## config.mk

```make
export PLATFORM = sky130hd
export DESIGN_NAME = psec_regs
export DESIGN_NICKNAME = d
export VERILOG_FILES = /design/src/core/psec_regs.v /design/src/core/psec_sat_counter.v /design/src/core/psec_link_monitor.v
export VERILOG_INCLUDE_DIRS = /design/src /design/src/core
export SDC_FILE = /design/constraint.sdc
export NUM_CORES = 1
export LEC_CHECK = 0
export BUFFER_PORTS_ARGS = -buffer_cell sky130_fd_sc_hd__buf_2
export CAP_MARGIN = 0
export CELL_PAD_IN_SITES_DETAIL_PLACEMENT = 2
export CELL_PAD_IN_SITES_GLOBAL_PLACEMENT = 2
export CORE_UTILIZATION = 38
export DETAILED_ROUTE_END_ITERATION = 8
export GPL_ROUTABILITY_DRIVEN = 0
export PLACE_DENSITY = 0.91
export SETUP_SLACK_MARGIN = 0.5
export SLEW_MARGIN = 25
export SYNTH_ARGS = -nofsm -noshare
export SYNTH_HDL_FRONTEND = slang
export SYNTH_SLANG_ARGS = --single-unit
```

## constraint.sdc

```tcl
create_clock -name clk -period 4.93 [get_ports clk]
set_input_delay 0.493 -clock clk [delete_from_list [all_inputs] [get_ports clk]]
set_output_delay 0.493 -clock clk [all_outputs]
set_load 0.01 [all_outputs]
```

## src/core/psec_defs.vh

```
// Purpose: Shared constants for the page selector, event tallies and coding sublayer config.
// Assumes: Management register addresses are five bits wide, data sixteen bits.
// Notes:   Included by bare name; definitions only.
`ifndef PSEC_DEFS_VH
`define PSEC_DEFS_VH

`define PSEC_ADDR_PAGE_SEL      5'h13
`define PSEC_ADDR_FALSE_CARRIER 5'h14
`define PSEC_ADDR_RX_ERROR      5'h15
`define PSEC_ADDR_CODING_CFG    5'h16
`define PSEC_ADDR_PAGED_LO      5'h14
`define PSEC_ADDR_PAGED_HI      5'h1F

`define PSEC_PAGE_EXT0          3'h0
`define PSEC_PAGE_RSVD1         3'h1
`define PSEC_PAGE_LINK_DIAG     3'h2
`define PSEC_PAGE_RSVD3         3'h3
`define PSEC_PAGE_TS_BASE       3'h4
`define PSEC_PAGE_TS_CFG_A      3'h5
`define PSEC_PAGE_TS_CFG_B      3'h6
`define PSEC_PAGE_RESET         3'h0

`define PSEC_CFG_FREE_CLK_BIT   11
`define PSEC_CFG_TRUE_QUIET_BIT 10
`define PSEC_CFG_SD_FORCE_BIT   9
`define PSEC_CFG_SD_ALG_BIT     8
`define PSEC_CFG_DESC_EXT_BIT   7
`define PSEC_CFG_RESET          16'h0100
`define PSEC_CFG_WR_MASK        16'hFF80

`define PSEC_PRE_ONES           6'h20
`define PSEC_OP_WRITE           2'h1
`define PSEC_OP_READ            2'h2

`define PSEC_CLK_PERIOD_NS      10
`define PSEC_DESC_TO_SHORT_NS   722000
`define PSEC_DESC_TO_LONG_NS    2000000

`endif

```

## src/core/psec_regs.v

```verilog
// Purpose: Management slave for page select, event tallies and coding sublayer config.
// Assumes: mdc and mdioIn are synchronous to clk and mdc is well below clk/4.
// Notes:   Pages 2, 4, 5 and 6, page 0 above 16h and addresses below 13h go to the ext port.
// Notes on behaviour
// - Page field routes addresses 14h to 1Fh.
// - Reserved selector and tally bits read zero.
// - False carrier tally counts, clears on read.
// - False carrier tally sticks at FFh.
// - Receive error tally once per carrier.
// - No receive error count during collision.
// - Receive error tally saturates until read.
// - Free clock bit keeps receive clock running.
// - True quiet bit selects quiet transmit.
// - Force bit forces signal detection active.
// - Default option: link survives lock loss.
// - Modified option: link drops on lock loss.
// - Extend bit lengthens descrambler timeout.
`timescale 1ns/100ps
`default_nettype none
`include "psec_defs.vh"
module psec_regs #(
  parameter CNT_W     = 8,
  parameter TO_W      = 18,
  parameter SHORT_CYC = `PSEC_DESC_TO_SHORT_NS / `PSEC_CLK_PERIOD_NS,
  parameter LONG_CYC  = `PSEC_DESC_TO_LONG_NS / `PSEC_CLK_PERIOD_NS
) (
  input  wire        clk,
  input  wire        rst,
  input  wire        ce,
  input  wire [4:0]  phyAddr,
  input  wire        mdc,
  input  wire        mdioIn,
  output reg         mdioOut,
  output reg         mdioOe,
  input  wire        falseCarrierEvent,
  input  wire        carrierValid,
  input  wire        invalidSymbol,
  input  wire        collision,
  input  wire        syncSeen,
  input  wire        signalLevelValid,
  output wire        rxClkFreeRun,
  output wire        trueQuietEn,
  output wire        signalDetectForce,
  output wire        descLocked,
  output wire        linkUp,
  output wire [2:0]  register_page_selector,
  output reg  [4:0]  extAddr,
  output reg         extRdEn,
  output reg         extWrEn,
  output reg  [15:0] extWrData,
  input  wire [15:0] extRdData
);
  localparam S_PRE  = 3'h0;
  localparam S_ST   = 3'h1;
  localparam S_HDR  = 3'h2;
  localparam S_TA   = 3'h3;
  localparam S_DATA = 3'h4;

  reg  [2:0]  state_q;
  reg  [5:0]  cnt_q;
  reg  [10:0] hdr_q;
  reg  [15:0] shift_q;
  reg         isRead_q;
  reg         isWrite_q;
  reg         mdcPrev_q;
  reg  [2:0]  page_q;
  reg  [15:0] cfg_q;
  reg         carrierCounted_q;
  reg         carrierCollided_q;
  reg         fcClear;
  reg         reClear;
  reg  [15:0] rdData;

  wire [CNT_W-1:0] fcCount;
  wire [CNT_W-1:0] reCount;
  wire             mdcRise = mdc & ~mdcPrev_q;
  wire             mdcFall = ~mdc & mdcPrev_q;
  wire [11:0]      hdrFull = {hdr_q, mdioIn};
  wire [1:0]       hdrOp   = hdrFull[11:10];
  wire [4:0]       hdrPhy  = hdrFull[9:5];
  wire [4:0]       hdrReg  = hdrFull[4:0];
  wire             hdrMine = (hdrPhy == phyAddr);

  // True when the address belongs to the page 0 bank held in this module.
  function isLocal;
    input [4:0] addr;
    input [2:0] page;
    begin
      isLocal = (page == `PSEC_PAGE_EXT0) &&
                (addr == `PSEC_ADDR_FALSE_CARRIER || addr == `PSEC_ADDR_RX_ERROR ||
                 addr == `PSEC_ADDR_CODING_CFG);
    end
  endfunction

  // True when the access leaves this module for another page or register.
  function isExternal;
    input [4:0] addr;
    input [2:0] page;
    reg         paged;
    begin
      paged = (addr >= `PSEC_ADDR_PAGED_LO) && (addr <= `PSEC_ADDR_PAGED_HI);
      if (addr == `PSEC_ADDR_PAGE_SEL || isLocal(addr, page)) begin
        isExternal = 1'b0;
      end else if (!paged) begin
        isExternal = 1'b1;
      end else begin
        case (page)
          `PSEC_PAGE_EXT0:     isExternal = 1'b1;
          `PSEC_PAGE_LINK_DIAG: isExternal = 1'b1;
          `PSEC_PAGE_TS_BASE:  isExternal = 1'b1;
          `PSEC_PAGE_TS_CFG_A: isExternal = 1'b1;
          `PSEC_PAGE_TS_CFG_B: isExternal = 1'b1;
          default:             isExternal = 1'b0;
        endcase
      end
    end
  endfunction

  assign register_page_selector           = page_q;
  assign rxClkFreeRun      = cfg_q[`PSEC_CFG_FREE_CLK_BIT];
  assign trueQuietEn       = cfg_q[`PSEC_CFG_TRUE_QUIET_BIT];
  assign signalDetectForce = cfg_q[`PSEC_CFG_SD_FORCE_BIT];

  // Read data mux; reserved pages and reserved bits return zero.
  always @* begin
    rdData = 16'h0000;
    if (hdrReg == `PSEC_ADDR_PAGE_SEL) begin
      rdData = {13'h0000, page_q};
    end else if (isLocal(hdrReg, page_q)) begin
      case (hdrReg)
        `PSEC_ADDR_FALSE_CARRIER: rdData = {{(16-CNT_W){1'b0}}, fcCount};
        `PSEC_ADDR_RX_ERROR:      rdData = {{(16-CNT_W){1'b0}}, reCount};
        default:                  rdData = cfg_q & `PSEC_CFG_WR_MASK;
      endcase
    end else if (isExternal(hdrReg, page_q)) begin
      rdData = extRdData;
    end
  end

  // Frame decoder. Bits are sampled on mdc rising edges.
  always @(posedge clk or posedge rst) begin
    if (rst) begin
      state_q   <= S_PRE;
      cnt_q     <= 6'h00;
      hdr_q     <= 11'h000;
      shift_q   <= 16'h0000;
      isRead_q  <= 1'b0;
      isWrite_q <= 1'b0;
      mdcPrev_q <= 1'b0;
      fcClear   <= 1'b0;
      reClear   <= 1'b0;
      extAddr   <= 5'h00;
      extRdEn   <= 1'b0;
      extWrEn   <= 1'b0;
      extWrData <= 16'h0000;
      page_q    <= `PSEC_PAGE_RESET;
      cfg_q     <= `PSEC_CFG_RESET;
      mdioOut   <= 1'b0;
      mdioOe    <= 1'b0;
    end else if (ce) begin
      mdcPrev_q <= mdc;
      fcClear   <= 1'b0;
      reClear   <= 1'b0;
      extRdEn   <= 1'b0;
      extWrEn   <= 1'b0;
      if (mdcRise) begin
        case (state_q)
          S_PRE: begin
            if (mdioIn) begin
              if (cnt_q != `PSEC_PRE_ONES) begin
                cnt_q <= cnt_q + 6'h01;
              end
            end else if (cnt_q == `PSEC_PRE_ONES) begin
              state_q <= S_ST;
            end else begin
              cnt_q <= 6'h00;
            end
          end
          S_ST: begin
            cnt_q   <= 6'h00;
            state_q <= mdioIn ? S_HDR : S_PRE;
          end
          S_HDR: begin
            hdr_q <= hdrFull[10:0];
            if (cnt_q == 6'h0B) begin
              cnt_q     <= 6'h00;
              state_q   <= S_TA;
              isRead_q  <= hdrMine && (hdrOp == `PSEC_OP_READ);
              isWrite_q <= hdrMine && (hdrOp == `PSEC_OP_WRITE);
              extAddr   <= hdrReg;
              if (hdrMine && hdrOp == `PSEC_OP_READ) begin
                shift_q <= rdData;
                extRdEn <= isExternal(hdrReg, page_q);
                if (isLocal(hdrReg, page_q)) begin
                  fcClear <= (hdrReg == `PSEC_ADDR_FALSE_CARRIER);
                  reClear <= (hdrReg == `PSEC_ADDR_RX_ERROR);
                end
              end
            end else begin
              cnt_q <= cnt_q + 6'h01;
            end
          end
          S_TA: begin
            if (cnt_q == 6'h01) begin
              cnt_q   <= 6'h00;
              state_q <= S_DATA;
            end else begin
              cnt_q <= cnt_q + 6'h01;
            end
          end
          S_DATA: begin
            if (isWrite_q) begin
              shift_q <= {shift_q[14:0], mdioIn};
            end
            if (cnt_q == 6'h0F) begin
              cnt_q   <= 6'h00;
              state_q <= S_PRE;
              if (isWrite_q) begin
                if (extAddr == `PSEC_ADDR_PAGE_SEL) begin
                  page_q <= {shift_q[1:0], mdioIn};
                end else if (extAddr == `PSEC_ADDR_CODING_CFG &&
                             isLocal(extAddr, page_q)) begin
                  // Bits 15:12 are stored as written; the master keeps them zero.
                  cfg_q <= {shift_q[14:0], mdioIn} & `PSEC_CFG_WR_MASK;
                end else if (isExternal(extAddr, page_q)) begin
                  extWrEn   <= 1'b1;
                  extWrData <= {shift_q[14:0], mdioIn};
                end
              end
            end else begin
              cnt_q <= cnt_q + 6'h01;
            end
          end
          default: begin
            state_q <= S_PRE;
            cnt_q   <= 6'h00;
          end
        endcase
      end
      // A forwarded read takes its word one clk after the header, once extAddr stands.
      if (extRdEn) begin
        shift_q <= extRdData;
      end
      // Read data is launched on falling edges so it is stable at the master's rising edge.
      if (mdcFall) begin
        if (state_q == S_DATA && isRead_q) begin
          mdioOe  <= 1'b1;
          mdioOut <= shift_q[15];
          shift_q <= {shift_q[14:0], 1'b0};
        end else if (state_q == S_TA && isRead_q && cnt_q == 6'h01) begin
          mdioOe  <= 1'b1;
          mdioOut <= 1'b0;
        end else begin
          mdioOe  <= 1'b0;
          mdioOut <= 1'b0;
        end
      end
    end
  end

  // Receive error qualification: one count per carrier event, none from its first collision on.
  wire collidedNow = collision | carrierCollided_q;
  wire reIncr      = carrierValid && invalidSymbol && !carrierCounted_q && !collidedNow;

  always @(posedge clk or posedge rst) begin
    if (rst) begin
      carrierCounted_q  <= 1'b0;
      carrierCollided_q <= 1'b0;
    end else if (ce) begin
      if (!carrierValid) begin
        carrierCounted_q  <= 1'b0;
        carrierCollided_q <= 1'b0;
      end else begin
        if (reIncr) begin
          carrierCounted_q <= 1'b1;
        end
        if (collision) begin
          carrierCollided_q <= 1'b1;
        end
      end
    end
  end

  psec_sat_counter #(
    .WIDTH (CNT_W)
  ) uFalseCarrier (
    .clk   (clk),
    .rst   (rst),
    .ce    (ce),
    .incr  (falseCarrierEvent),
    .clear (fcClear),
    .count (fcCount)
  );

  psec_sat_counter #(
    .WIDTH (CNT_W)
  ) uRxError (
    .clk   (clk),
    .rst   (rst),
    .ce    (ce),
    .incr  (reIncr),
    .clear (reClear),
    .count (reCount)
  );

  psec_link_monitor #(
    .CNT_W     (TO_W),
    .SHORT_CYC (SHORT_CYC),
    .LONG_CYC  (LONG_CYC)
  ) uLink (
    .clk              (clk),
    .rst              (rst),
    .ce               (ce),
    .syncSeen         (syncSeen),
    .signalLevelValid (signalLevelValid),
    .sdForce          (cfg_q[`PSEC_CFG_SD_FORCE_BIT]),
    .sdAlgorithm      (cfg_q[`PSEC_CFG_SD_ALG_BIT]),
    .timeoutExtend    (cfg_q[`PSEC_CFG_DESC_EXT_BIT]),
    .descLocked       (descLocked),
    .linkUp           (linkUp)
  );
endmodule
`default_nettype wire

```

## src/core/psec_sat_counter.v

```verilog
// Purpose: Saturating event tally with clear.
// Assumes: incr and clear are one-cycle pulses in the clk domain.
// Notes:   An event in the clearing cycle survives as a count of one.
`timescale 1ns/100ps
`default_nettype none
module psec_sat_counter #(
  parameter WIDTH = 8
) (
  input  wire             clk,
  input  wire             rst,
  input  wire             ce,
  input  wire             incr,
  input  wire             clear,
  output reg  [WIDTH-1:0] count
);
  wire atMax = &count;

  always @(posedge clk or posedge rst) begin
    if (rst) begin
      count <= {WIDTH{1'b0}};
    end else if (ce) begin
      if (clear) begin
        count <= incr ? {{(WIDTH-1){1'b0}}, 1'b1} : {WIDTH{1'b0}};
      end else if (incr && !atMax) begin
        count <= count + {{(WIDTH-1){1'b0}}, 1'b1};
      end
    end
  end
endmodule
`default_nettype wire

```

## src/core/psec_link_monitor.v

```verilog
// Purpose: Descrambler lock timeout and link status qualification.
// Assumes: syncSeen pulses whenever the descrambler recognises a valid symbol.
// Notes:   Timeout counts are parameters so a bench can shorten them.
`timescale 1ns/100ps
`default_nettype none
module psec_link_monitor #(
  parameter CNT_W     = 18,
  parameter SHORT_CYC = 72200,
  parameter LONG_CYC  = 200000
) (
  input  wire clk,
  input  wire rst,
  input  wire ce,
  input  wire syncSeen,
  input  wire signalLevelValid,
  input  wire sdForce,
  input  wire sdAlgorithm,
  input  wire timeoutExtend,
  output reg  descLocked,
  output reg  linkUp
);
  reg  [CNT_W-1:0] idle_q;
  wire [CNT_W-1:0] limit = timeoutExtend ? LONG_CYC[CNT_W-1:0] : SHORT_CYC[CNT_W-1:0];
  wire             levelOk = signalLevelValid | sdForce;

  always @(posedge clk or posedge rst) begin
    if (rst) begin
      idle_q     <= {CNT_W{1'b0}};
      descLocked <= 1'b0;
    end else if (ce) begin
      if (syncSeen) begin
        idle_q     <= {CNT_W{1'b0}};
        descLocked <= 1'b1;
      end else if (descLocked) begin
        if (idle_q >= limit - {{(CNT_W-1){1'b0}}, 1'b1}) begin
          descLocked <= 1'b0;
          idle_q     <= {CNT_W{1'b0}};
        end else begin
          idle_q <= idle_q + {{(CNT_W-1){1'b0}}, 1'b1};
        end
      end
    end
  end

  always @(posedge clk or posedge rst) begin
    if (rst) begin
      linkUp <= 1'b0;
    end else if (ce) begin
      if (!levelOk) begin
        linkUp <= 1'b0;
      end else if (!linkUp) begin
        linkUp <= descLocked;
      end else if (!descLocked && !sdAlgorithm) begin
        linkUp <= 1'b0;
      end
    end
  end
endmodule
`default_nettype wire

```

* Word-level counts from Yosys, hierarchy flattened *
Cells that the tools add are included.
Widths: inputs -> output; s select.

storage, ports and cells
  flip-flop bits (word level) = 116
  input port bits = 32
  word-level logic and storage cells = 208

operators by class
  add/sub/neg operators = 5
  magnitude comparators = 5
  equality and inequality tests = 33
  muxes and demuxes = 84
  bitwise operators = 8
  reduce and logical (&&, ||, !) cells = 49

operators by type and width
  operator               number
  $mux 16                10
  $mux 18                4
  $pmux 16 s2            2
  $mux 1                 50
  $eq 5x5->1 const B     8
  $mux 6                 6
  $mux 8                 4
  $pmux 6 s4             1
  $reduce_and 8->1       3
  $add 18x1->18 const B  1
  $ge 18x18->1           1
  $sub 18x1->18 const B  1
  $add 8x1->8 const B    2
  $logic_and 1x1->1      16
  $mux 3                 5
  $pmux 3 s5             1
  $reduce_and 7->1       2
  $eq 3x3->1 const B     4
  $eq 6x4->1 const B     2
  $reduce_and 2->1       6
  $ge 5x5->1 const B     2
  $le 5x5->1 const B     2
  $ne 2x2->1 const B     5
  $eq 3x2->1 const B     3
  22 further kinds       43

* Longest topological paths before layout *
  word-level depth = 20
  mapped depth = 10
  depth with buffers taken out = 8

* By module *
Synthesis repeated with hierarchy kept, for this count alone.

unflattened totals
  cell total of the unflattened synthesis = 680
  area total of the unflattened synthesis = 6811.5 um^2

by module, submodules not included
  module             instances  cells an instance  area an instance (um^2)  sequential area each (um^2)
  psec_regs          1          416                4344.2                   2003.2
  psec_link_monitor  1          150                1371.3                   500.5
  psec_sat_counter   2          57                 548.0                    200.2

* Worst setup path before layout *
OpenSTA, ideal clock, no wires.

  kind = reg2reg
  from = reg cfg_q[7]
  to = reg uLink.idle_q[4]
  setup time = 0.064 ns
  arrival time = 2.396 ns
  setup slack = 2.470 ns
  cell stages (with the launch flop) = 11
  clock period less this slack = 2.460 ns
  cell sequence = dfrtp_1 > inv_1 > ha_1 > or4_1 > o41ai_2 > a31oi_1 > or3_1 > buf_6 > buf_8 > nor3b_1 > a21o_1

between the ends
  longest elaborated chain between the ends = 6

ends and longest elaborated chain
  what                      RTL line                RTL
  start: declaration        psec_regs.v:67          reg [15:0] cfg_q;
  start signal: assignment  psec_regs.v:157         cfg_q <= `PSEC_CFG_RESET;
  start signal: assignment  psec_regs.v:224         cfg_q <= {shift_q[14:0], mdioIn} & `PSEC_CFG_WR_MASK;
  $mux 18                   psec_link_monitor.v:23  wire [CNT_W-1:0] limit = timeoutExtend ? LONG_CYC[CNT_W-1:0] : SHORT_CYC[CNT_W-1:0];
  $sub 18x1->18             psec_link_monitor.v:35  if (idle_q >= limit - {{(CNT_W-1){1'b0}}, 1'b1}) begin
  $ge 18x18->1              psec_link_monitor.v:35
  $mux 18                   psec_link_monitor.v:35
  $mux 18                   psec_link_monitor.v:34  end else if (descLocked) begin
  $mux 18                   psec_link_monitor.v:31  if (syncSeen) begin
  end signal: assignment    psec_link_monitor.v:32  idle_q <= {CNT_W{1'b0}};
  end signal: assignment    psec_link_monitor.v:37  idle_q <= {CNT_W{1'b0}};
  end signal: assignment    psec_link_monitor.v:39  idle_q <= idle_q + {{(CNT_W-1){1'b0}}, 1'b1};
  end: declaration          psec_link_monitor.v:22  reg [CNT_W-1:0] idle_q;

No other way between the ends. The select of a mux whose other input is x is not followed.
A chain may end at the register's enable or synchronous reset.

* Worst setup path in the final report *
  from = reg cfg_q[7]
  to = reg uLink.idle_q[7]

The elaborated chain is that of the path after synthesis.

==> run_results.csv <==
group,metric,value,unit
clock_network,postCtsSetupBuffers,0,
clock_network,clk_pin_slew,60,ps
logic_synthesis,ys_types,69,
layout,drive_gt1_share,21.9,%
detailed_routing,postRouteAntennaNets,0,
sta,fmax,0.303,GHz
global_routing,gr-total-overflow,0,
die,initial_core_util,38.8,%
placed_design,io_buffers,64,
setup_path,path_class,"reg2reg",
logic_synthesis,yosysWarningCount,0,
detailed_routing,routed_wirelength,26.1,mm
global_routing,grt_max_degree,70,
layout,finalNetCount,773,
clock_network,cts_tree,"built",
detailed_routing,drtIter0Drc,551,
detailed_routing,route.vias.total,6139,
placed_design,post-dp-hpwl,15.9,mm
setup_path,worst_setup_path_start_kind,"register",
sta,hold_violations,0,
placed_design,pre_cts_ws,1790,ps
detailed_routing,drc_errors,0,
setup_path,path_cells,"inv_1, ha_1, or4_1, o41ai_2, a31oi_1, or3_1, nor4_1, a21o_1",
setup_path,cp.arrival,3660,ps
clock_network,cts_sinks,116,
global_routing,grt_antenna_before_repair,0,
logic_synthesis,synth_nets,722,
clock_network,cts_resized,0,
sta,post-route-min-period,3300,ps
global_routing,grt_pass1_wl,41.4,mm
power_and_ir_drop,leakage,3.66,nW
detailed_routing,wl_per_cell,27.1,um
die,dieWidth,134,um
hold_path,hp-class,"in2async",
die,die_y,134,um
power_and_ir_drop,powerDensity,394,nW/um^2
logic_synthesis,synth_area_per_cell,9.85,sq um
setup_path,critPathMaxStageDelay,740,ps
die,die_area,18100,sq um
logic_synthesis,ys_ff_latch,116,
clock_network,postCtsHoldBufs,0,
layout,fillers,1827,
logic_synthesis,syn_inst,676,
layout,syn2layout_area_growth,16.6,%
logic_synthesis,ys_seq_area_share,43.6,%
power_and_ir_drop,ir_worst_vdd,0.235,mV
detailed_routing,routed_via_density,6.36,
sta,finClkSkew,13.2,ps
sta,worst_slack,1630,ps
clock_network,clockBufferDepth,2,
setup_path,worstPathRequired,5300,ps
die,std_cell_rows,48,
layout,diodes,0,
logic_synthesis,synthFlopType,"dfrtp_1",
sta,grt_setup_unrepaired,"no",
sta,worstMarginPinSlew,999,ps
clock_network,clock_latency,430,ps
setup_path,ff2ff_setup_slack,1630,ps
layout,regArea,2900,sq um
clock_network,cts_buffers,17,
sta,maxSlewViolCount,0,
die,pin_count,65,
sta,fin_setup_tns,0,ps
die,core_area,17200,sq um
logic_synthesis,netlist_area,6660,sq um
run_status,outcome,"completed",
detailed_routing,first_pass_iters,4,
run,maxCapViolCount,0,
setup_path,cp_slowest_cell,"or3_1",
setup_path,crit_fanout,27,
sta,max_slew_margin,33.4,%
clock_network,cts_htree_levels,4,
setup_path,cp-end-kind,"register",
logic_synthesis,synthArstFlopShare,100,%
global_routing,grt_pass1_vias,6813,
global_routing,grt_use_total,30.5,%
sta,post-route-period-util,66.8,%
logic_synthesis,synth-edff-count,0,
sta,finalSetupViolCount,0,
clock_network,root_buffer,"clkbuf_16",
layout,multi_input_area,3560,sq um
[state kept, by name, indices dropped and copies added, names as in the netlist, 3 cells and up]
register	cells
state_q	3
extWrData	16
register_page_selector	3
uLink.idle_q	18
shift_q	16
uFalseCarrier.count	8
cfg_q	9
cnt_q	6
extAddr	5
uRxError.count	8
hdr_q	11
[layout make-up]
cell class,count,area share [%]
Clock inverter,8,1.55
Timing Repair Buffer,66,4.32
Multi-Input combinational cell,512,45.8
Inverter,14,0.709
Sequential cell,116,37.4
Clock buffer,24,6.59
Tap cell,225,3.63
[critical path, delay by kind of cell (launching register included)]
| family | cells | cell delay, ps |
|---|---|---|
| buffers and inverters | 1 | 180 |
| DFF | 1 | 440 |
| and+or+nand+nor | 3 | 1760 |
| AOI/OAI and AO/OA | 3 | 610 |
| adders and majority gates | 1 | 240 |
[per-layer routing]
| metal | vias up | GRT usage (%) | share of wire (%) |
|---|---|---|---|
| met1 | 3223 | 36.5 | 40 |
| met3 | 71 | 6.16 | 4.5 |
| met5 | - | 0 | 0 |
| li1 | 2626 | - | - |
| met4 | 0 | 12.5 | 3.0 |
| met2 | 219 | 53.3 | 52 |
[cell usage after synthesis (7+ instances only)]
cell type  number  area share, %
ha_1           14            2.6
mux2_2         48            8.1
a22o_1         10            1.3
xor2_1         18            2.4
nor2_1         50            2.8
nor3_1          8           0.60
a21o_1         19            2.1
inv_1          13           0.73
nand4_1        12            1.1
dfrtp_1       115             43
o21ai_0        41            3.1
and3_1         27            2.5
a21oi_1        24            1.8
nand2_1        60            3.4
nor2b_1         9           0.85
nand3_1        25            1.9
mux2i_1        15            2.3
o22ai_1        10           0.94
nor3b_1         7           0.79
clkbuf_1       24            1.4
a221o_1         8            1.2
[cell usage in the layout (no fill, tap or decap), drive strengths merged, types with 8 or more instances in the layout]
| cell type | n |
|---|---|
| o22ai | 10 |
| nand4 | 12 |
| nor3b | 11 |
| nor2 | 50 |
| and3 | 27 |
| mux2i | 15 |
| xor2 | 18 |
| mux2 | 48 |
| dfrtp | 115 |
| a21oi | 24 |
| a221o | 8 |
| nor3 | 9 |
| ha | 14 |
| o21ai | 44 |
| nand2 | 60 |
| nor2b | 9 |
| inv | 14 |
| a22o | 10 |
| a21o | 19 |
| buf | 66 |
| nand3 | 25 |
| clkbuf | 24 |
[power breakdown]
| part | internal [mW] | total [mW] | switching (mW) |
|---|---|---|---|
| combinational | 0.189 | 0.498 | 0.309 |
| sequential | 1.04 | 1.21 | 0.169 |
| clock | 0.873 | 1.35 | 0.481 |
[kinds of logic (layout without fill, tap and decap cells)]
logic type	count (synthesis)	count (layout)	synth area share [%]
flip-flops	116	116	43.6
XOR/XNOR	22	22	2.89
AO/OA/AOI/OAI	166	166	17.5
AND/OR/NAND/NOR	247	247	19.9
multiplexers	63	63	10.4
adder cells (fa/ha/maj)	14	14	2.63
buffers and inverters	48	112	3.08
[stage by stage]
step                std cells  util, %  hold WS, ps  area (sq um)  total power [mW]
global route              965     45.2          336          7760              3.17
CTS                       965     45.2          295          7760              3.06
global placement          933     41.5          460          7130              1.62
finish                    965     45.2          260          7760              3.06
detailed placement        933     41.5          470          7130              1.68
floorplan                 676        -          444          6660              1.49
[final timing paths]
check / endpoint / depth (start not counted) / startpoint
setup / recovery: uLink.idle_q[7]$_DFFE_PP0P_ / 8 / cfg_q[7]$_DFFE_PP0P_
hold / removal: cnt_q[4]$_DFFE_PP0P_ / 2 / rst
setup reg to reg: uLink.idle_q[7]$_DFFE_PP0P_ / 8 / cfg_q[7]$_DFFE_PP0P_
hold reg to reg: extWrEn$_DFFE_PP0P_ / 1 / extWrEn$_DFFE_PP0P_
max in group asynchronous: hdr_q[0]$_DFFE_PP0P_ / 3 / rst
min in group clk: mdcPrev_q$_DFFE_PP0P_ / 2 / mdc
Power figures use the tool's default switching activity.
